==> config.mk <==
export PLATFORM = sky130hd
export DESIGN_NAME = erxb_status
export DESIGN_NICKNAME = d
export VERILOG_FILES = /design/src/erxb_pkg.sv /design/src/erxb_fifo.sv /design/src/erxb_gap.sv /design/src/erxb_status.sv
export VERILOG_INCLUDE_DIRS = /design/src
export SDC_FILE = /design/constraint.sdc
export NUM_CORES = 1
export LEC_CHECK = 0
export ABC_AREA = 0
export BUFFER_PORTS_ARGS = -buffer_cell sky130_fd_sc_hd__clkbuf_2
export CAP_MARGIN = 30
export CORE_MARGIN = 1
export CORE_UTILIZATION = 53
export DETAILED_ROUTE_END_ITERATION = 10
export PLACE_DENSITY = 0.75
export SYNTH_ARGS = -nofsm -noshare
export SYNTH_HDL_FRONTEND = slang
export SYNTH_SLANG_ARGS = --single-unit
==> constraint.sdc <==
create_clock -name clk -period 3.9 [get_ports clk]
set_clock_uncertainty 0.05 [all_clocks]
set_input_delay 0.195 -clock clk [delete_from_list [all_inputs] [get_ports clk]]
set_output_delay 0.195 -clock clk [all_outputs]
set_load 0.01 [all_outputs]
==> src/erxb_params.svh <==
// offsets, field positions, reset values and counts for the rx buffer count / gap slice
`ifndef ERXB_PARAMS_SVH
`define ERXB_PARAMS_SVH

// register byte offsets
`define ERXB_OFS_CON1      8'h00
`define ERXB_OFS_IEN       8'h10
`define ERXB_OFS_IFLAG     8'h14
`define ERXB_OFS_RXST      8'h20
`define ERXB_OFS_STAT      8'h30
`define ERXB_OFS_GAP       8'h40
`define ERXB_OFS_GAP_CLR   8'h44
`define ERXB_OFS_GAP_SET   8'h48
`define ERXB_OFS_GAP_INV   8'h4c

// control_register_one fields
`define ERXB_CON1_ON       15
`define ERXB_CON1_DUPLEX   9
`define ERXB_CON1_AFC      8
`define ERXB_CON1_DEC      0

// ethernet_status fields
`define ERXB_STAT_CNT_LSB  16
`define ERXB_STAT_BUSY     7
`define ERXB_STAT_TX       6
`define ERXB_STAT_RX       5

// counter limits, gap reset and duplex offsets
`define ERXB_CNT_MAX       8'hff
`define ERXB_CNT_ZERO      8'h00
`define ERXB_GAP_RST       7'h12
`define ERXB_GAP_FD_OFS    8'h03
`define ERXB_GAP_HD_OFS    8'h06
`define ERXB_FIFO_DEPTH    8
`define ERXB_FIFO_WIDTH    32

`endif

==> src/erxb_pkg.sv <==
// types shared by the rx buffer count / gap slice
package erxb_pkg;
    typedef enum logic [1:0] {
        ERXB_SZ_8  = 2'h0,
        ERXB_SZ_16 = 2'h1,
        ERXB_SZ_32 = 2'h2
    } erxb_size_t;
endpackage : erxb_pkg

==> src/erxb_fifo.sv <==
// receive data fifo with registered output stage and registered input ready
`timescale 1ns/10ps
module erxb_fifo #(
    parameter int WIDTH = 32,
    parameter int DEPTH = 8
) (
    // clock and reset
    input  wire logic             clk,
    input  wire logic             rst_n,
    // fill side
    input  wire logic [WIDTH-1:0] in_data,
    input  wire logic             in_valid,
    output logic                  in_ready_q,
    input  wire logic             stall,
    // drain side
    output logic [WIDTH-1:0]      out_data_q,
    output logic                  out_valid_q,
    input  wire logic             out_ready,
    // state
    output logic                  not_empty
);
    localparam int AW = $clog2(DEPTH);
    logic [WIDTH-1:0] mem_q [DEPTH];
    logic [AW-1:0]    wr_ptr_q;
    logic [AW-1:0]    rd_ptr_q;
    logic [AW:0]      count_q;
    logic [AW:0]      count_d;
    logic             push;
    logic             pop;

    assign push      = in_valid && in_ready_q;
    assign pop       = (count_q != '0) && (!out_valid_q || out_ready);
    assign count_d   = count_q + {{AW{1'b0}}, push} - {{AW{1'b0}}, pop};
    assign not_empty = (count_q != '0) || out_valid_q;

    always_ff @(posedge clk) begin
        if (push) begin
            mem_q[wr_ptr_q] <= in_data;
        end
    end

    always_ff @(posedge clk or negedge rst_n) begin
        if (!rst_n) begin
            wr_ptr_q   <= '0;
            rd_ptr_q   <= '0;
            count_q    <= '0;
            in_ready_q <= 1'b0;
        end else begin
            if (push) wr_ptr_q <= (wr_ptr_q == AW'(DEPTH - 1)) ? '0 : wr_ptr_q + 1'b1;
            if (pop)  rd_ptr_q <= (rd_ptr_q == AW'(DEPTH - 1)) ? '0 : rd_ptr_q + 1'b1;
            count_q    <= count_d;
            in_ready_q <= !stall && (count_d < (AW+1)'(DEPTH));
        end
    end

    always_ff @(posedge clk or negedge rst_n) begin
        if (!rst_n) begin
            out_data_q  <= '0;
            out_valid_q <= 1'b0;
        end else if (pop) begin
            out_data_q  <= mem_q[rd_ptr_q];
            out_valid_q <= 1'b1;
        end else if (out_ready) begin
            out_valid_q <= 1'b0;
        end
    end
endmodule : erxb_fifo

==> src/erxb_gap.sv <==
// back-to-back inter-packet gap timer counted in nibble times
`timescale 1ns/10ps
`include "erxb_params.svh"
module erxb_gap (
    // clock and reset
    input  wire logic       clk,
    input  wire logic       rst_n,
    // timing
    input  wire logic       tx_end,
    input  wire logic       nibble_tick,
    input  wire logic [6:0] gap,
    input  wire logic       full_duplex,
    // result
    output logic            gap_ok_q
);
    logic [7:0] cnt_q;
    logic [7:0] target;

    // field holds the gap minus the duplex offset
    assign target = {1'b0, gap} + (full_duplex ? `ERXB_GAP_FD_OFS : `ERXB_GAP_HD_OFS);

    always_ff @(posedge clk or negedge rst_n) begin
        if (!rst_n) begin
            cnt_q    <= '0;
            gap_ok_q <= 1'b1;
        end else if (tx_end) begin
            cnt_q    <= '0;
            gap_ok_q <= 1'b0;
        end else if (nibble_tick && !gap_ok_q) begin
            cnt_q    <= cnt_q + 8'h01;
            gap_ok_q <= (cnt_q + 8'h01) >= target;
        end
    end
endmodule : erxb_gap

==> src/erxb_status.sv <==
// receive buffer count, busy status and inter-packet gap control slice
// ========================================================================
// Notes on behaviour
// each good packet adds the number of descriptors it used to the 8-bit count.
// software lowers the count by one per write of the decrement bit.
// an increment at 0xff leaves the count at 0xff.
// a decrement at 0x00 leaves the count at 0x00.
// an increment and a decrement in the same cycle leave the count unchanged.
// with auto flow control on, reception halts at 0xff until a decrement.
// with auto flow control off, reception goes on while the count saturates.
// packet pending is set while the count is non-zero, its interrupt only if enabled.
// any write of the rx descriptor start address clears the count.
// switching the module off does not clear the count.
// module busy reads 1 while on or still finishing work, 0 when idle.
// tx and rx active follow only their own traffic and clear when off.
// the gap field sets the minimum nibble gap; full duplex adds 3.
// in half duplex the field plus 6 is the minimum gap the transmitter keeps.
// software is expected to use 0x15 full duplex and 0x12 half duplex.
// gap register and its aliases take 16- and 32-bit accesses and ignore 8-bit ones.
//
// The address map and strobed register access were chosen for this implementation.
`timescale 1ns/10ps
`include "erxb_params.svh"
module erxb_status
    import erxb_pkg::*;
(
    // clock and reset
    input  wire logic        clk,
    input  wire logic        rst_n,
    // register port
    input  wire logic [7:0]  reg_addr,
    input  wire logic [31:0] reg_wdata,
    input  wire logic        reg_wr,
    input  wire logic        reg_rd,
    input  wire erxb_size_t  reg_size,
    output logic [31:0]      reg_rdata_q,
    // receive stream from the mac
    input  wire logic [31:0] rx_data,
    input  wire logic        rx_valid,
    output logic             rx_ready_q,
    input  wire logic        rx_frame,
    input  wire logic        rx_pkt_good,
    input  wire logic [7:0]  rx_pkt_desc,
    // receive stream to the dma
    output logic [31:0]      dma_data_q,
    output logic             dma_valid_q,
    input  wire logic        dma_ready,
    // transmit side
    input  wire logic        tx_frame,
    input  wire logic        tx_end,
    input  wire logic        nibble_tick,
    output logic             tx_gap_ok_q,
    // status out
    output logic             module_on_q,
    output logic             packet_pending_flag_q,
    output logic             pkt_pend_irq_q
);
    // ====================================================================
    // register decode
    logic        wr_con1;
    logic        wr_ien;
    logic        wr_rxst;
    logic        wr_gap;
    logic        wr_gap_clr;
    logic        wr_gap_set;
    logic        wr_gap_inv;
    logic        gap_acc_ok;
    logic        gap_hit;

    // 8-bit accesses to the gap register group fall through
    assign gap_acc_ok = (reg_size == ERXB_SZ_16) || (reg_size == ERXB_SZ_32);
    assign gap_hit    = (reg_addr[7:4] == 4'(`ERXB_OFS_GAP >> 4)) && (reg_addr[1:0] == 2'h0);

    assign wr_con1    = reg_wr && (reg_addr == `ERXB_OFS_CON1);
    assign wr_ien     = reg_wr && (reg_addr == `ERXB_OFS_IEN);
    assign wr_rxst    = reg_wr && (reg_addr == `ERXB_OFS_RXST);
    assign wr_gap     = reg_wr && gap_acc_ok && (reg_addr == `ERXB_OFS_GAP);
    assign wr_gap_clr = reg_wr && gap_acc_ok && (reg_addr == `ERXB_OFS_GAP_CLR);
    assign wr_gap_set = reg_wr && gap_acc_ok && (reg_addr == `ERXB_OFS_GAP_SET);
    assign wr_gap_inv = reg_wr && gap_acc_ok && (reg_addr == `ERXB_OFS_GAP_INV);

    // ====================================================================
    // control register one
    logic afc_q;
    logic duplex_q;
    logic dec;

    always_ff @(posedge clk or negedge rst_n) begin
        if (!rst_n) begin
            module_on_q <= 1'b0;
            afc_q       <= 1'b0;
            duplex_q    <= 1'b0;
        end else if (wr_con1) begin
            module_on_q <= reg_wdata[`ERXB_CON1_ON];
            afc_q       <= reg_wdata[`ERXB_CON1_AFC];
            duplex_q    <= reg_wdata[`ERXB_CON1_DUPLEX];
        end
    end

    // decrement bit is a write strobe, never stored
    assign dec = wr_con1 && reg_wdata[`ERXB_CON1_DEC];

    // ====================================================================
    // interrupt enable and descriptor start address
    logic        pend_ie_q;
    logic [31:0] rxst_q;

    always_ff @(posedge clk or negedge rst_n) begin
        if (!rst_n) begin
            pend_ie_q <= 1'b0;
        end else if (wr_ien) begin
            pend_ie_q <= reg_wdata[0];
        end
    end

    always_ff @(posedge clk or negedge rst_n) begin
        if (!rst_n) begin
            rxst_q <= '0;
        end else if (wr_rxst) begin
            rxst_q <= {reg_wdata[31:2], 2'h0};
        end
    end

    // ====================================================================
    // received buffer count
    logic [7:0] cnt_q;
    logic [7:0] cnt_d;
    logic [8:0] cnt_sum;
    logic       inc;

    assign inc     = rx_pkt_good && module_on_q && (rx_pkt_desc != 8'h00);
    assign cnt_sum = {1'b0, cnt_q} + {1'b0, rx_pkt_desc};

    always_comb begin
        cnt_d = cnt_q;
        if (wr_rxst) begin
            cnt_d = `ERXB_CNT_ZERO;
        end else if (inc && dec) begin
            cnt_d = cnt_q;
        end else if (inc) begin
            // saturate rather than wrap
            cnt_d = cnt_sum[8] ? `ERXB_CNT_MAX : cnt_sum[7:0];
        end else if (dec && (cnt_q != `ERXB_CNT_ZERO)) begin
            cnt_d = cnt_q - 8'h01;
        end
    end

    // switching off does not touch the count
    always_ff @(posedge clk or negedge rst_n) begin
        if (!rst_n) begin
            cnt_q <= `ERXB_CNT_ZERO;
        end else begin
            cnt_q <= cnt_d;
        end
    end

    // ====================================================================
    // packet pending flag and interrupt
    always_ff @(posedge clk or negedge rst_n) begin
        if (!rst_n) begin
            packet_pending_flag_q <= 1'b0;
            pkt_pend_irq_q        <= 1'b0;
        end else begin
            packet_pending_flag_q <= (cnt_d != `ERXB_CNT_ZERO);
            pkt_pend_irq_q        <= (cnt_d != `ERXB_CNT_ZERO) && pend_ie_q;
        end
    end

    // ====================================================================
    // receive data fifo
    logic rx_stall;
    logic fifo_busy;

    // halt while off, or with auto flow control at max; released once a decrement drops below max
    assign rx_stall = !module_on_q || (afc_q && (cnt_d == `ERXB_CNT_MAX));

    erxb_fifo #(
        .WIDTH(`ERXB_FIFO_WIDTH),
        .DEPTH(`ERXB_FIFO_DEPTH)
    ) u_fifo (
        .clk         (clk),
        .rst_n       (rst_n),
        .in_data     (rx_data),
        .in_valid    (rx_valid),
        .in_ready_q  (rx_ready_q),
        .stall       (rx_stall),
        .out_data_q  (dma_data_q),
        .out_valid_q (dma_valid_q),
        .out_ready   (dma_ready),
        .not_empty   (fifo_busy)
    );

    // ====================================================================
    // back-to-back gap register and timer
    logic [6:0] gap_q;

    always_ff @(posedge clk or negedge rst_n) begin
        if (!rst_n) begin
            gap_q <= `ERXB_GAP_RST;
        end else if (wr_gap) begin
            gap_q <= reg_wdata[6:0];
        end else if (wr_gap_clr) begin
            gap_q <= gap_q & ~reg_wdata[6:0];
        end else if (wr_gap_set) begin
            gap_q <= gap_q | reg_wdata[6:0];
        end else if (wr_gap_inv) begin
            gap_q <= gap_q ^ reg_wdata[6:0];
        end
    end

    erxb_gap u_gap (
        .clk         (clk),
        .rst_n       (rst_n),
        .tx_end      (tx_end),
        .nibble_tick (nibble_tick),
        .gap         (gap_q),
        .full_duplex (duplex_q),
        .gap_ok_q    (tx_gap_ok_q)
    );

    // ====================================================================
    // busy status
    logic tx_act_q;
    logic rx_act_q;
    logic busy_q;

    always_ff @(posedge clk or negedge rst_n) begin
        if (!rst_n) begin
            tx_act_q <= 1'b0;
            rx_act_q <= 1'b0;
        end else begin
            tx_act_q <= module_on_q && tx_frame;
            rx_act_q <= module_on_q && (rx_frame || rx_valid);
        end
    end

    // stays busy after switch-off while data or a frame is still in flight
    always_ff @(posedge clk or negedge rst_n) begin
        if (!rst_n) begin
            busy_q <= 1'b0;
        end else begin
            busy_q <= module_on_q || fifo_busy || tx_frame || rx_frame || !tx_gap_ok_q;
        end
    end

    // ====================================================================
    // read data, valid only in the cycle after the strobe
    logic [31:0] rd_mux;

    always_comb begin
        rd_mux = 32'h0000_0000;
        unique case (reg_addr)
            `ERXB_OFS_CON1: begin
                rd_mux[`ERXB_CON1_ON]     = module_on_q;
                rd_mux[`ERXB_CON1_AFC]    = afc_q;
                rd_mux[`ERXB_CON1_DUPLEX] = duplex_q;
            end
            `ERXB_OFS_IEN: begin
                rd_mux[0] = pend_ie_q;
            end
            `ERXB_OFS_IFLAG: begin
                rd_mux[0] = packet_pending_flag_q;
            end
            `ERXB_OFS_RXST: begin
                rd_mux = rxst_q;
            end
            `ERXB_OFS_STAT: begin
                rd_mux[`ERXB_STAT_CNT_LSB +: 8] = cnt_q;
                rd_mux[`ERXB_STAT_BUSY]         = busy_q;
                rd_mux[`ERXB_STAT_TX]           = tx_act_q;
                rd_mux[`ERXB_STAT_RX]           = rx_act_q;
            end
            default: begin
                if (gap_hit && gap_acc_ok) begin
                    rd_mux[6:0] = gap_q;
                end
            end
        endcase
    end

    always_ff @(posedge clk or negedge rst_n) begin
        if (!rst_n) begin
            reg_rdata_q <= '0;
        end else if (reg_rd) begin
            reg_rdata_q <= rd_mux;
        end else begin
            reg_rdata_q <= '0;
        end
    end
endmodule : erxb_status

# ---- Word-level counts from Yosys, hierarchy flattened
# Memory sizes are Yosys's and may differ from the RTL's. A register that Yosys moved wholly into a read port is not among the register bits.
# Cells that the tools add are included.
# W data, S select, Z words.
dict set report word_totals {
  out_inout_bits 70
  elab_cells 129
  inputBits 93
  mem_count 1
  ram_bits 256
  regBits 107
}
dict set report op_classes {
  addsub 8
  n_reduce_logical 49
  n_eq_ne 14
  order_cmp 2
  n_bitwise 4
  muxes 31
}
# name depth word_bits rd rd_clocked_by_memory_dff write_ports line_no
set mem_list {}
lappend mem_list {u_fifo.mem_q 8 32 1 1 1 erxb_fifo.sv:23} ;# logic [WIDTH-1:0] mem_q [DEPTH];
# cell n
set ops {}
lappend ops {{$mux W8} 8}
lappend ops {{$mux W7} 5}
lappend ops {{$eq A8 B7 Y1 const B} 4}
lappend ops {{$mux W32} 1}
lappend ops {{$reduce_bool A8 Y1} 3}
lappend ops {{$logic_and A1 B1 Y1} 23}
lappend ops {{$eq A8 B5 Y1 const B} 2}
lappend ops {{$eq A8 B6 Y1 const B} 2}
lappend ops {{$pmux W8 S2} 1}
lappend ops {{$add A8 B8 Y9} 1}
lappend ops {{$logic_or A1 B1 Y1} 9}
lappend ops {{$mux W3} 3}
lappend ops {{$add A7 B8 Y8} 1}
lappend ops {{$add A8 B1 Y8 const B} 1}
lappend ops {{$eq A8 B8 Y1 const B} 1}
lappend ops {{$ge A8 B8 Y1} 1}
lappend ops {{$logic_not A8 Y1} 1}
lappend ops {{$pmux W4 S2} 1}
lappend ops {{$reduce_bool A4 Y1} 2}
lappend ops {{$sub A8 B1 Y8 const B} 1}
lappend ops {{$and A7 B7 Y7} 1}
lappend ops {{$not A7 Y7} 1}
lappend ops {{$or A7 B7 Y7} 1}
lappend ops {{$xor A7 B7 Y7} 1}
lappend ops {{other kinds (19)} 33}

# ---- Depth between registers and ports, before layout
# Gate-level depths: netlist of run 1.
dict set report logic_depth {
  depth_word 13
  depth_mapped 13
  depth_no_buf 11
}

# ---- Hierarchy
# From an unflattened synthesis of run 1, not the netlist that was laid out.
dict set report hier_totals {
  cells_unflattened 1238
  area_unflattened_um2 16882.4
}
# module area_per_inst_um2 seq_area_each_um2 cells_each n_inst
set by_module_without_submodules {}
lappend by_module_without_submodules {erxb_fifo 11659.9 8788.4 686 1}
lappend by_module_without_submodules {erxb_status 4438.0 2154.6 464 1}
lappend by_module_without_submodules {erxb_gap 784.5 226.5 88 1}

# ---- Worst setup path after synthesis of run 1
# OpenSTA, ideal clock, no wires.
dict set report synth_path {
  path_kind {flip-flop to flip-flop}
  from {register u_fifo.in_ready_q}
  to {memory u_fifo.mem_q[0][0] (enable)}
  required_ps 3349
  t_arrival_ps 3652
  path_stages_with_launch 3
  setup_time_ps 501
  path_buffers 0
  path_slack_ps -303
  synth_period_minus_slack_ps 4203
  path_cell_list {dfrtp_1 -> nand2_1 -> nor4_1}
}
dict set report synth_via {
  elab_chain_cells 3
}
# element line_no
set synth_rtl {}
lappend synth_rtl {{start, declared} erxb_fifo.sv:13} ;# output logic in_ready_q,
lappend synth_rtl {{start signal, assigned} erxb_fifo.sv:52} ;# in_ready_q <= !stall && (count_d < (AW+1)'(DEPTH));
lappend synth_rtl {{$logic_and A1 B1 Y1} erxb_fifo.sv:31} ;# assign push = in_valid && in_ready_q;
lappend synth_rtl {{$mux W1} erxb_fifo.sv:37} ;# if (push) begin
lappend synth_rtl {{$mux W1 (not written as such)} erxb_fifo.sv:38} ;# mem_q[wr_ptr_q] <= in_data;
lappend synth_rtl {{end, declared} erxb_fifo.sv:23}
# Every way passes these cells.

# ---- Final worst setup path of run 1
dict set report layout_path {
  from {register cnt_q[0]}
  to {register u_fifo.in_ready_q}
}
dict set report layout_via {
  elab_chain_cells 11
  word_cells_on_any_way 14
  cone_classes {2 x add/sub; 1 x eq/ne; 5 x mux; 6 x reduce/logical}
}
# element line_no
set layout_rtl {}
lappend layout_rtl {{start, declared} erxb_status.sv:126} ;# logic [7:0] cnt_q;
lappend layout_rtl {{start signal, assigned} erxb_status.sv:151} ;# cnt_q <= `ERXB_CNT_ZERO;
lappend layout_rtl {{start signal, assigned} erxb_status.sv:153} ;# cnt_q <= cnt_d;
lappend layout_rtl {{parallel branches: the longest is 3 deep, another holds $sub A8 B1 Y8} n/a}
lappend layout_rtl {{$mux W8 (*)} erxb_status.sv:140} ;# end else if (inc) begin
lappend layout_rtl {{$mux W8 (*)} erxb_status.sv:138} ;# end else if (inc && dec) begin
lappend layout_rtl {{$mux W8 (*)} erxb_status.sv:136} ;# if (wr_rxst) begin
lappend layout_rtl {{net cnt_d[4]} erxb_status.sv:127} ;# logic [7:0] cnt_d;
lappend layout_rtl {{$eq A8 B8 Y1 (no source line) (*)} n/a}
lappend layout_rtl {{$logic_and A1 B1 Y1 (*)} erxb_status.sv:175} ;# assign rx_stall = !module_on_q || (afc_q && (cnt_d == `ERXB_CNT_MAX));
lappend layout_rtl {{$logic_or A1 B1 Y1 (*)} erxb_status.sv:175}
lappend layout_rtl {{$logic_not A1 Y1 (*)} erxb_fifo.sv:52}
lappend layout_rtl {{$logic_and A1 B1 Y1 (*)} erxb_fifo.sv:52}
# Mark *: on every way through the listed nets, which the timed path passes.
# A chain may end at the register's enable or synchronous reset.

==> qor.csv, run 1 <==
stage,metric,value,unit
status,status,finished clean,
setup_path,crit_path_end_kind,register,
power_and_ir_drop,vdd_drop_max,0.0004480,V
placed_design,pre_cts_ws,1.046,ns
final_layout,syn_to_final_growth,21.34,%
logic_synthesis,synth-seq-cells,395,
logic_synthesis,yosysUniqueCellTypes,68,
worst_hold_path,hold_path_depth,3,
grt,antenna_found_initial,0,
cts,cts_resized,0,
grt,grt-ovfl-total,0,
power_and_ir_drop,p_comb_frac,0.236,
timing,fmax,341.1,MHz
floorplan,fp.dieArea,0.03193,sq mm
logic_synthesis,syn_inst,1074,
worst_hold_path,min_to,reg_rdata_q[15]$_DFF_PN0_,
power_and_ir_drop,netSwitchingPower,0.003454,W
setup_path,required,4.28,ns
grt,track_usage,0.2284,
logic_synthesis,synthArstFlopShare,0.3519,
grt,grt_first_pass_wirelength,55250,microns
final_layout,final_cell_mix,"256 x edfxtp_1, 161 x clkbuf_2, 133 x dfrtp_1",
timing,final.period_utilization,0.7517,
cts,cts_buffers,41,
setup_path,r2r-start,cnt_q[0]$_DFF_PN0_,
grt,grt_max_degree,72,
setup_path,r2r_end,u_fifo.in_ready_q$_DFF_PN0_,
timing,hold_viol_final,0,
cts,postCtsSetupBuffers,0,
setup_path,r2r_cells,10,
route,routed_wl,35520,microns
timing,worst_pin_slew,0.9686,ns
floorplan,io_pins,163,
final_layout,multi_input_area,0.005102,sq mm
logic_synthesis,synth_ff_type,edfxtp_1,
logic_synthesis,syn_nets,1214,
logic_synthesis,synth_area_leader_cell,edfxtp_1,
cts,cts_max_level,2,
setup_path,worstSetupStartpoint,cnt_q[0]$_DFF_PN0_,
power_and_ir_drop,p_seq_frac,0.432,
final_layout,fin_area,0.02008,sq mm
setup_path,cp_max_fo,6,
placed_design,io_buffers,162,
grt,grt_pass1_vias,10209,
job,drv_cap,0,
final_layout,layout.nets,1475,
power_and_ir_drop,p_int,0.008552,W
worst_hold_path,hp-class,in -> reg,
final_layout,stdcell_count,1764,
route,wl_per_cell,20.13,microns
floorplan,core,0.03067,sq mm
logic_synthesis,synth-seq-area-share,0.6751,
final_layout,diodes,0,
logic_synthesis,syn-cell-area,0.01654,sq mm
power_and_ir_drop,leakage,8.028,nW
setup_path,arrival,3.31,ns
final_layout,seqCellArea,0.01118,sq mm
cts,cts_root_buffer,clkbuf_16,
worst_hold_path,hp-start,reg_addr[5],
timing,tns,0,ns
floorplan,die_h,178.7,microns
timing,setup_viol,0,
route,viasPerCell,5.666,
cts,clk_latency,0.55,ns
placed_design,place_area,0.01793,sq mm
timing,max_slew_margin,0.3543,
cts,clock-sinks,395,
cts,clkTransAtPathRegs,0.05,ns
power_and_ir_drop,pwr_density_cell,598.1,mW/mm^2
final_layout,final_common_cell,edfxtp_1,
final_layout,drive_gt1_frac,0.2690,
logic_synthesis,synth_edf_count,256,
logic_synthesis,synth_top_area_share,0.4646,
cts,cts_tree,built,
placed_design,dp_hpwl,21130,microns
route,drc,0,
timing,period_minus_slack,2.932,ns
timing,setup_slack,0.9684,ns
logic_synthesis,synth_warnings,0,
power_and_ir_drop,swShare,0.2877,
floorplan,start_util,0.5395,
setup_path,crit_type,reg -> reg,
route,postRouteAntennaNets,0,
route,first_pass_iters,5,
setup_path,start_kind,register,
timing,rsz0062_at_grt,no,
route,vias,9995,
placed_design,dp_cells,1614,
floorplan,dieWidth,178.7,microns
final_layout,nFillCells,2155,
power_and_ir_drop,clkPwrFrac,0.331,
logic_synthesis,ys_top_cells_by_area,"edfxtp_1 46%, dfrtp_1 21%, mux4_2 8.7%",
cts,postCtsHoldBufs,74,
cts,clock_path_buffers,3,
floorplan,rows,64,
placed_design,gp_congestion,0.9166,
logic_synthesis,syn_avg_cell_area,15.40,sq um
timing,timing.hold.ws,0.04179,ns
route,drt_iter0_drc,768,
timing,slew_violations,0,
setup_path,r2r_slack,0.97,ns
-- logic make-up (layout without fill, tap and decap cells) --
kind of cell,after synthesis,count (layout),synth area share
mux,119,119,0.1215
flops,395,395,0.6751
simple gates,273,273,0.07933
fa+ha+maj,47,47,0.03645
compound gates,139,139,0.05475
buf+inv,78,372,0.02065
xor+xnor,23,23,0.01218
-- per-stage QoR --
| step | total power [W] | utilization |
|---|---|---|
| global placement | 0.007967 | 0.5848 |
| CTS | 0.01210 | 0.6546 |
| floorplan | 0.007152 | - |
| finish | 0.01201 | 0.6546 |
| detailed placement | 0.008032 | 0.5848 |
| global route | 0.01257 | 0.6546 |
-- critical path: stages, from the launching register on --
cell      delay, ns
dfrtp_1        0.43
ha_1           0.24
fa_1           0.43
a211oi_1       0.31
or4b_1         0.20
nand4_2        0.20
o22ai_1        0.23
o21bai_1       0.16
nor2_1         0.08
and4_1         0.20
a311oi_1       0.28
-- flip-flops by register name, summed over array words and instances (netlist names) --
signal,count
afc_q,1
busy_q,1
cnt_q,8
duplex_q,1
gap_q,7
module_on_q,1
packet_pending_flag_q,1
pend_ie_q,1
pkt_pend_irq_q,1
reg_rdata_q,32
rx_act_q,1
rxst_q,30
tx_act_q,1
u_fifo.count_q,4
u_fifo.in_ready_q,1
u_fifo.mem_q,256
u_fifo.out_data_q,32
u_fifo.out_valid_q,1
u_fifo.rd_ptr_q,3
u_fifo.wr_ptr_q,3
u_gap.cnt_q,8
u_gap.gap_ok_q,1
-- how the worst max path moves through the flow --
| stage | cells past startpoint | slack, ns | endpoint |
|---|---|---|---|
| 6_report | 10 | 0.97 | u_fifo.in_ready_q$_DFF_PN0_ |
| 5_1_grt | 9 | 0.82 | pkt_pend_irq_q$_DFF_PN0_ |
| 4_1_cts | 10 | 0.99 | u_fifo.in_ready_q$_DFF_PN0_ |
| 3_5_place_dp | 10 | 1.05 | u_fifo.in_ready_q$_DFF_PN0_ |
| 3_3_place_gp | 10 | 1.08 | u_fifo.in_ready_q$_DFF_PN0_ |
| 2_1_floorplan | 4 | 0.41 | u_fifo.mem_q[4][0]$_DFFE_PP_ |
-- layout make-up --
type                    instances  share of cell area
multi-input cells             601              0.2542
inverters                      35            0.006544
repair buffers                261             0.08819
well taps                     396             0.02468
clock inverters                24             0.01508
flip-flops and latches        395              0.5567
clock buffers                  52             0.05466
-- synthesized netlist by cell type (3+ instances only) --
master,n
edfxtp_1,256
dfrtp_1,136
nand2_1,119
nor2_1,71
mux4_2,64
a21oi_1,52
ha_1,45
mux2i_1,40
inv_1,35
o21ai_0,31
and2_1,18
clkbuf_1,18
xnor2_1,16
mux2_2,15
buf_1,13
a22o_1,9
nor3_1,9
a211oi_1,8
a21o_1,8
buf_2,7
nand3_1,7
o2bb2ai_1,7
xor2_1,7
nand2b_1,6
and3_1,5
nor2b_1,5
a22oi_1,4
buf_6,4
or3_1,4
dfstp_2,3
nand4_1,3
nor3_2,3
nor4_1,3
-- routing by layer --
metal | track usage | share of wire
met1 | 0.3052 | 0.42
met2 | 0.3829 | 0.49
met3 | 0.04156 | 0.063
met4 | 0.06886 | 0.022
met5 | 0 | 0
-- power groups by stage --
stage	clock (W)	sequential [W]	combinational, W
after floorplan	0	0.00513	0.00203
after detailed placement	0	0.00526	0.00277
after global routing	0.00422	0.00524	0.00311
final	0.00398	0.00519	0.00284
after CTS	0.00405	0.00520	0.00286
after global placement	0	0.00526	0.00271
Note: power is estimated with default switching activity, not from simulation.
==> run 2: changes to the inputs <==
- clock period: 3.9 -> 2.5 ns (I/O delays scaled with it)
==> run 2 against run 1 <==
The flow now finishes with violations (negative setup slack). Sequential share of layout area fell by 1.2 points. Non-clock buffer count increased by 45. Final area grew 2.3%. Register-to-register slack got worse by 1.0 ns. Die area stayed put. Critical path depth is 2 lower. Count of clock-buffer cells in the layout increased by 8. Sequential power is 55% higher. Largest cell class unchanged.
==> qor.csv, run 2 (synthesis results as in run 1) <==
stage,metric,value,unit
route,drc,0,
route,viasPerCell,5.590,
timing,worst_pin_slew,0.8022,ns
timing,setup_viol,1,
setup_path,worstSetupStartpoint,cnt_q[4]$_DFF_PN0_,
route,routed_wl,36360,microns
placed_design,gp_congestion,0.9097,
timing,period_minus_slack,2.536,ns
timing,max_slew_margin,0.4652,
grt,grt-ovfl-total,0,
worst_hold_path,min_to,u_fifo.count_q[0]$_DFF_PN0_,
final_layout,top_register,u_fifo.mem_q,
cts,clkTransAtPathRegs,0.06,ns
timing,setup_slack,-0.03631,ns
final_layout,diodes,0,
route,first_pass_iters,5,
floorplan,dieWidth,178.7,microns
power_and_ir_drop,p_comb_frac,0.258,
route,vias,10101,
grt,grt_max_degree,68,
power_and_ir_drop,swShare,0.2878,
job,drv_cap,0,
timing,fmax,394.3,MHz
setup_path,cp_max_fo,5,
placed_design,dp_hpwl,22380,microns
cts,cts_tree,built,
floorplan,die_h,178.7,microns
placed_design,pre_cts_ws,-0.06374,ns
setup_path,r2r-start,cnt_q[4]$_DFF_PN0_,
setup_path,r2r_slack,-0.04,ns
power_and_ir_drop,pwr_density_cell,927.7,mW/mm^2
final_layout,largest_register_ff_count,256,
floorplan,rows,64,
floorplan,core,0.03067,sq mm
grt,grt_first_pass_wirelength,55550,microns
cts,cts_buffers,40,
worst_hold_path,hp-class,in -> reg,
floorplan,fp.dieArea,0.03193,sq mm
cts,cts_max_level,2,
cts,cts_root_buffer,clkbuf_16,
timing,final.period_utilization,1.015,
setup_path,arrival,2.88,ns
status,status,"finished, violations left",
power_and_ir_drop,vdd_drop_max,0.0007416,V
power_and_ir_drop,netSwitchingPower,0.005483,W
final_layout,layout.nets,1519,
power_and_ir_drop,clkPwrFrac,0.319,
power_and_ir_drop,leakage,8.267,nW
setup_path,r2r_end,u_fifo.in_ready_q$_DFF_PN0_,
setup_path,max_stage_delay,0.56,ns
cts,clock_path_buffers,3,
cts,clk_latency,0.55,ns
timing,slew_violations,0,
route,postRouteAntennaNets,0,
worst_hold_path,hp-start,rx_valid,
cts,postCtsSetupBuffers,0,
timing,rsz0062_at_grt,yes,
timing,hold_viol_final,0,
power_and_ir_drop,p_seq_frac,0.423,
setup_path,cp_slowest_cell,or4b_4,
power_and_ir_drop,p_int,0.01357,W
floorplan,start_util,0.5395,
route,wl_per_cell,20.12,microns
final_layout,drive_gt1_frac,0.3019,
route,drt_iter0_drc,842,
cts,clock-sinks,395,
status,violations,negative setup slack,
final_layout,final_common_cell,edfxtp_1,
final_layout,final_cell_mix,"256 x edfxtp_1, 161 x clkbuf_2, 133 x dfrtp_1",
setup_path,crit_path_end_kind,register,
final_layout,largest_registers,"u_fifo.mem_q: 256 flops, reg_rdata_q: 32 flops, u_fifo.out_data_q: 32 flops",
setup_path,r2r_cells,8,
final_layout,syn_to_final_growth,24.10,%
setup_path,required,2.84,ns
power_and_ir_drop,total_power,0.01905,W
worst_hold_path,hold_path_depth,4,
grt,grt_pass1_vias,10211,
final_layout,nFillCells,2056,
placed_design,io_buffers,162,
setup_path,start_kind,register,
grt,track_usage,0.2305,
grt,antenna_found_initial,0,
setup_path,crit_type,reg -> reg,
floorplan,io_pins,163,
setup_path,crit_chain,ha_1 -> o21ai_0 -> or4b_4 -> nand4_4 -> o21ai_1 -> a311oi_2 -> and3_1 -> a311oi_1,
run 2: changes by cell type in the layout (fill, tap and decap cells not counted), sizes merged:
cell,before,now
buf,26,68
clkbuf,213,221
clkinv,17,11
bufinv,5,2
dlygate4sd3,74,77
inv,36,35
run 2: cell type report:
cell class / instances / area, sq um / area share
flip-flops and latches: 395 / 11180 / 0.5443
multi-input cells: 601 / 5192 / 0.2529
repair buffers: 306 / 2145 / 0.1044
clock buffers: 60 / 1211 / 0.05899
well taps: 396 / 495.5 / 0.02413
clock inverters: 14 / 181.4 / 0.008836
inverters: 35 / 131.4 / 0.006399
run 2: worst max-delay path, delay by kind of cell, from the launching register on:
family | cells | cell delay (ns)
AOI/OAI and AO/OA | 4 | 0.69
and+or+nand+nor | 3 | 0.94
DFF | 1 | 0.38
adders and majority gates | 1 | 0.34
run 2: what timing repair did:
item	in CTS	in global routing
hold buffers	77	0
hold endpoints to repair	378	0
pin swaps	3	8
gates resized for setup	10	10
setup endpoints to repair	4	4
run 2: power groups by stage:
| stage | registers (W) | clock network, W | logic (W) |
|---|---|---|---|
| 6_report | 0.00805 | 0.00608 | 0.00492 |
| 5_1_grt | 0.00812 | 0.00645 | 0.00539 |
| 4_1_cts | 0.00805 | 0.00621 | 0.00490 |
| 3_5_place_dp | 0.00817 | 0 | 0.00471 |
| 3_3_place_gp | 0.00815 | 0 | 0.00462 |
| 2_1_floorplan | 0.00800 | 0 | 0.00319 |
run 2: stage by stage:
step | setup TNS, ns | util | area, sq um | std cells | hold WS (ns)
finish | -0.03631 | 0.6695 | 20530 | 1807 | 0.03271
detailed placement | -0.1799 | 0.5964 | 18290 | 1656 | 0.1509
global route | -0.3477 | 0.6695 | 20530 | 1807 | 0.08836
CTS | 0 | 0.6681 | 20490 | 1807 | 0.05168
floorplan | -96.00 | - | 16590 | 1074 | -0.2206
global placement | -0.06381 | 0.5964 | 18290 | 1656 | 0.1362
run 2: worst max-delay path by stage:
stage / to / slack [ns] / depth (start not counted)
floorplan: u_fifo.mem_q[2][0]$_DFFE_PP_ / -0.86 / 2
global placement: u_fifo.in_ready_q$_DFF_PN0_ / -0.03 / 10
detailed placement: u_fifo.in_ready_q$_DFF_PN0_ / -0.06 / 10
CTS: u_gap.gap_ok_q$_DFFE_PN1P_ / 0.007 / 10
global route: pkt_pend_irq_q$_DFF_PN0_ / -0.13 / 10
finish: u_fifo.in_ready_q$_DFF_PN0_ / -0.04 / 8
run 2: per-layer routing:
metal / GRT usage / up-vias / wire [microns] / share of wire
met1: 0.3097 / 5082 / 15260 / 0.42
met5: 0 / - / 0 / 0
met2: 0.3960 / 339 / 18420 / 0.51
met4: 0.05897 / 0 / 598 / 0.016
met3: 0.03329 / 55 / 2081 / 0.057
li1: - / 4625 / - / -
==> run 3: changes to the inputs <==
- CORE_UTILIZATION: 53 -> 59
- PLACE_DENSITY: 0.75 -> 0.79
- clock period: 2.5 -> 2.9 ns (I/O delays scaled with it)
==> run 3 against run 2 <==
The run now ends clean. Sequential share of layout area up 1.1 points. Final cell count down 2.9%. Die area is 10% lower. Routed wire length rose by 2.2%. Combinational power fell by 18%. Register-to-register slack better by 0.21 ns. Core utilization increased by 6.9 points. Hold slack worse by 0.0045 ns. Count of clock-buffer cells in the layout down 5. Power down 16%. Sequential cell count stayed put. First-iteration DRC count is 2.7% higher. Largest cell class unchanged.
==> qor.csv, run 3 (synthesis results as in run 1) <==
stage,metric,value,unit
status,status,finished clean,
setup_path,required,3.25,ns
final_layout,largest_register_ff_count,256,
floorplan,io_pins,163,
setup_path,start_kind,register,
placed_design,dp_hpwl,22090,microns
power_and_ir_drop,total_power,0.01592,W
placed_design,io_buffers,162,
route,viasPerCell,5.746,
final_layout,syn_to_final_growth,21.60,%
timing,period_minus_slack,2.727,ns
job,drv_cap,0,
setup_path,max_stage_delay,0.45,ns
grt,track_usage,0.2682,
route,drc,0,
timing,max_slew_margin,0.4873,
timing,rsz0062_at_grt,no,
route,postRouteAntennaNets,0,
final_layout,final_common_cell,edfxtp_1,
timing,worst_pin_slew,0.7662,ns
cts,clock_path_buffers,3,
cts,cts_max_level,2,
grt,grt_pass1_vias,10374,
timing,final.period_utilization,0.9404,
power_and_ir_drop,leakage,8.063,nW
setup_path,cp_top_family,simple AND/OR/NAND/NOR gates,
placed_design,gp_congestion,0.8822,
setup_path,path_buf_inv,0,
timing,tns,0,ns
cts,clkTransAtPathRegs,0.06,ns
floorplan,die_h,169.5,microns
worst_hold_path,hp-class,in -> reg,
timing,setup_viol,0,
timing,hold_viol_final,0,
final_layout,top_register,u_fifo.mem_q,
placed_design,place_area,0.01809,sq mm
floorplan,dieWidth,169.5,microns
grt,grt-ovfl-total,0,
final_layout,layout.nets,1492,
setup_path,cp_slowest_cell,fa_1,
timing,slew_violations,0,
cts,clock-sinks,395,
floorplan,fp.dieArea,0.02872,sq mm
setup_path,cp_max_fo,3,
grt,antenna_found_initial,1,
power_and_ir_drop,vdd_drop_max,0.0008072,V
cts,cts_buffers,40,
final_layout,largest_registers,"u_fifo.mem_q: 256 flops, reg_rdata_q: 32 flops, u_fifo.out_data_q: 32 flops",
cts,cts_tree,built,
route,routed_wl,37150,microns
route,wl_per_cell,21.17,microns
setup_path,crit_path_end_kind,register,
final_layout,fin_area,0.02012,sq mm
setup_path,arrival,3.08,ns
power_and_ir_drop,pwr_density_cell,791.2,mW/mm^2
timing,fmax,366.7,MHz
route,first_pass_iters,5,
route,drt_iter0_drc,865,
setup_path,crit_type,reg -> reg,
setup_path,crit_chain,ha_1 -> fa_1 -> a211oi_2 -> or4b_1 -> and2_1 -> nand3_1 -> a31o_2 -> nor2_1 -> nor4b_2 -> a21boi_1,
final_layout,drive_gt1_frac,0.2757,
cts,clk_latency,0.54,ns
floorplan,core,0.02725,sq mm
route,vias,10084,
final_layout,nFillCells,1662,
grt,grt_first_pass_wirelength,57820,microns
cts,cts_root_buffer,clkbuf_16,
final_layout,final_cell_mix,"256 x edfxtp_1, 161 x clkbuf_2, 133 x dfrtp_1",
floorplan,start_util,0.6071,
floorplan,rows,60,
grt,grt_max_degree,68,
-- run 3: stage by stage --
step	hold slack, ns	cells	setup WS (ns)	util
final	0.02825	1755	0.1728	0.7382
after detailed placement	0.07761	1607	0.08255	0.6638
after global routing	0.05131	1755	0.01181	0.7382
after floorplan	-0.2006	1074	-0.4638	-
after global placement	0.07842	1607	0.1983	0.6638
after CTS	0.01369	1754	0.07379	0.7376
-- run 3: area by class of cell --
class,instances,area [sq um],area share
flip-flops and latches,395,11180,0.5555
multi-input cells,601,5122,0.2546
repair buffers,279,1958,0.09733
clock buffers,55,1117,0.05554
well taps,372,465.4,0.02314
clock inverters,17,145.1,0.007214
inverters,35,131.4,0.006530
diodes,1,2.502,0.0001244
-- run 3: what timing repair did --
action | 4_1_cts | 5_1_grt
gates resized for setup | 0 | 4
buffers inserted | 0 | 0
endpoints found under the setup margin | 0 | 3
hold buffers | 75 | 0
hold endpoints to repair | 433 | 0
-- run 3: metal layers --
layer,up-vias,GRT usage,share of wire
met2,409,0.4654,0.51
met4,0,0.08539,0.023
met5,-,0,0
li1,4580,-,-
met1,5021,0.3510,0.41
met3,74,0.04035,0.060
-- run 3: worst min-delay path, stage by stage --
cell,delay (ns)
clkbuf_2,0.13
nor3_1,0.08
nand2_1,0.11
a22oi_1,0.09
-- run 3: final timing paths --
check / to / depth (start not counted) / start / slack (ns)
max: pkt_pend_irq_q$_DFF_PN0_ / 10 / cnt_q[0]$_DFF_PN0_ / 0.17
min: reg_rdata_q[3]$_DFF_PN0_ / 4 / reg_addr[6] / 0.03
max reg2reg: pkt_pend_irq_q$_DFF_PN0_ / 10 / cnt_q[0]$_DFF_PN0_ / 0.17
min reg2reg: rxst_q[14]$_DFFE_PN0P_ / 2 / rxst_q[14]$_DFFE_PN0P_ / 0.42
max in group asynchronous: cnt_q[6]$_DFF_PN0_ / 3 / rst_n / 2.00
min in group asynchronous: reg_rdata_q[2]$_DFF_PN0_ / 2 / rst_n / 0.08
-- run 3: report_power, final --
group / internal [W] / leakage (nW) / switching [W]
Combinational: 0.00201 / 3.36 / 0.00202
Clock: 0.00281 / 0.623 / 0.00212
Sequential: 0.00642 / 4.08 / 0.000528
Total: 0.0112 / 8.06 / 0.00467
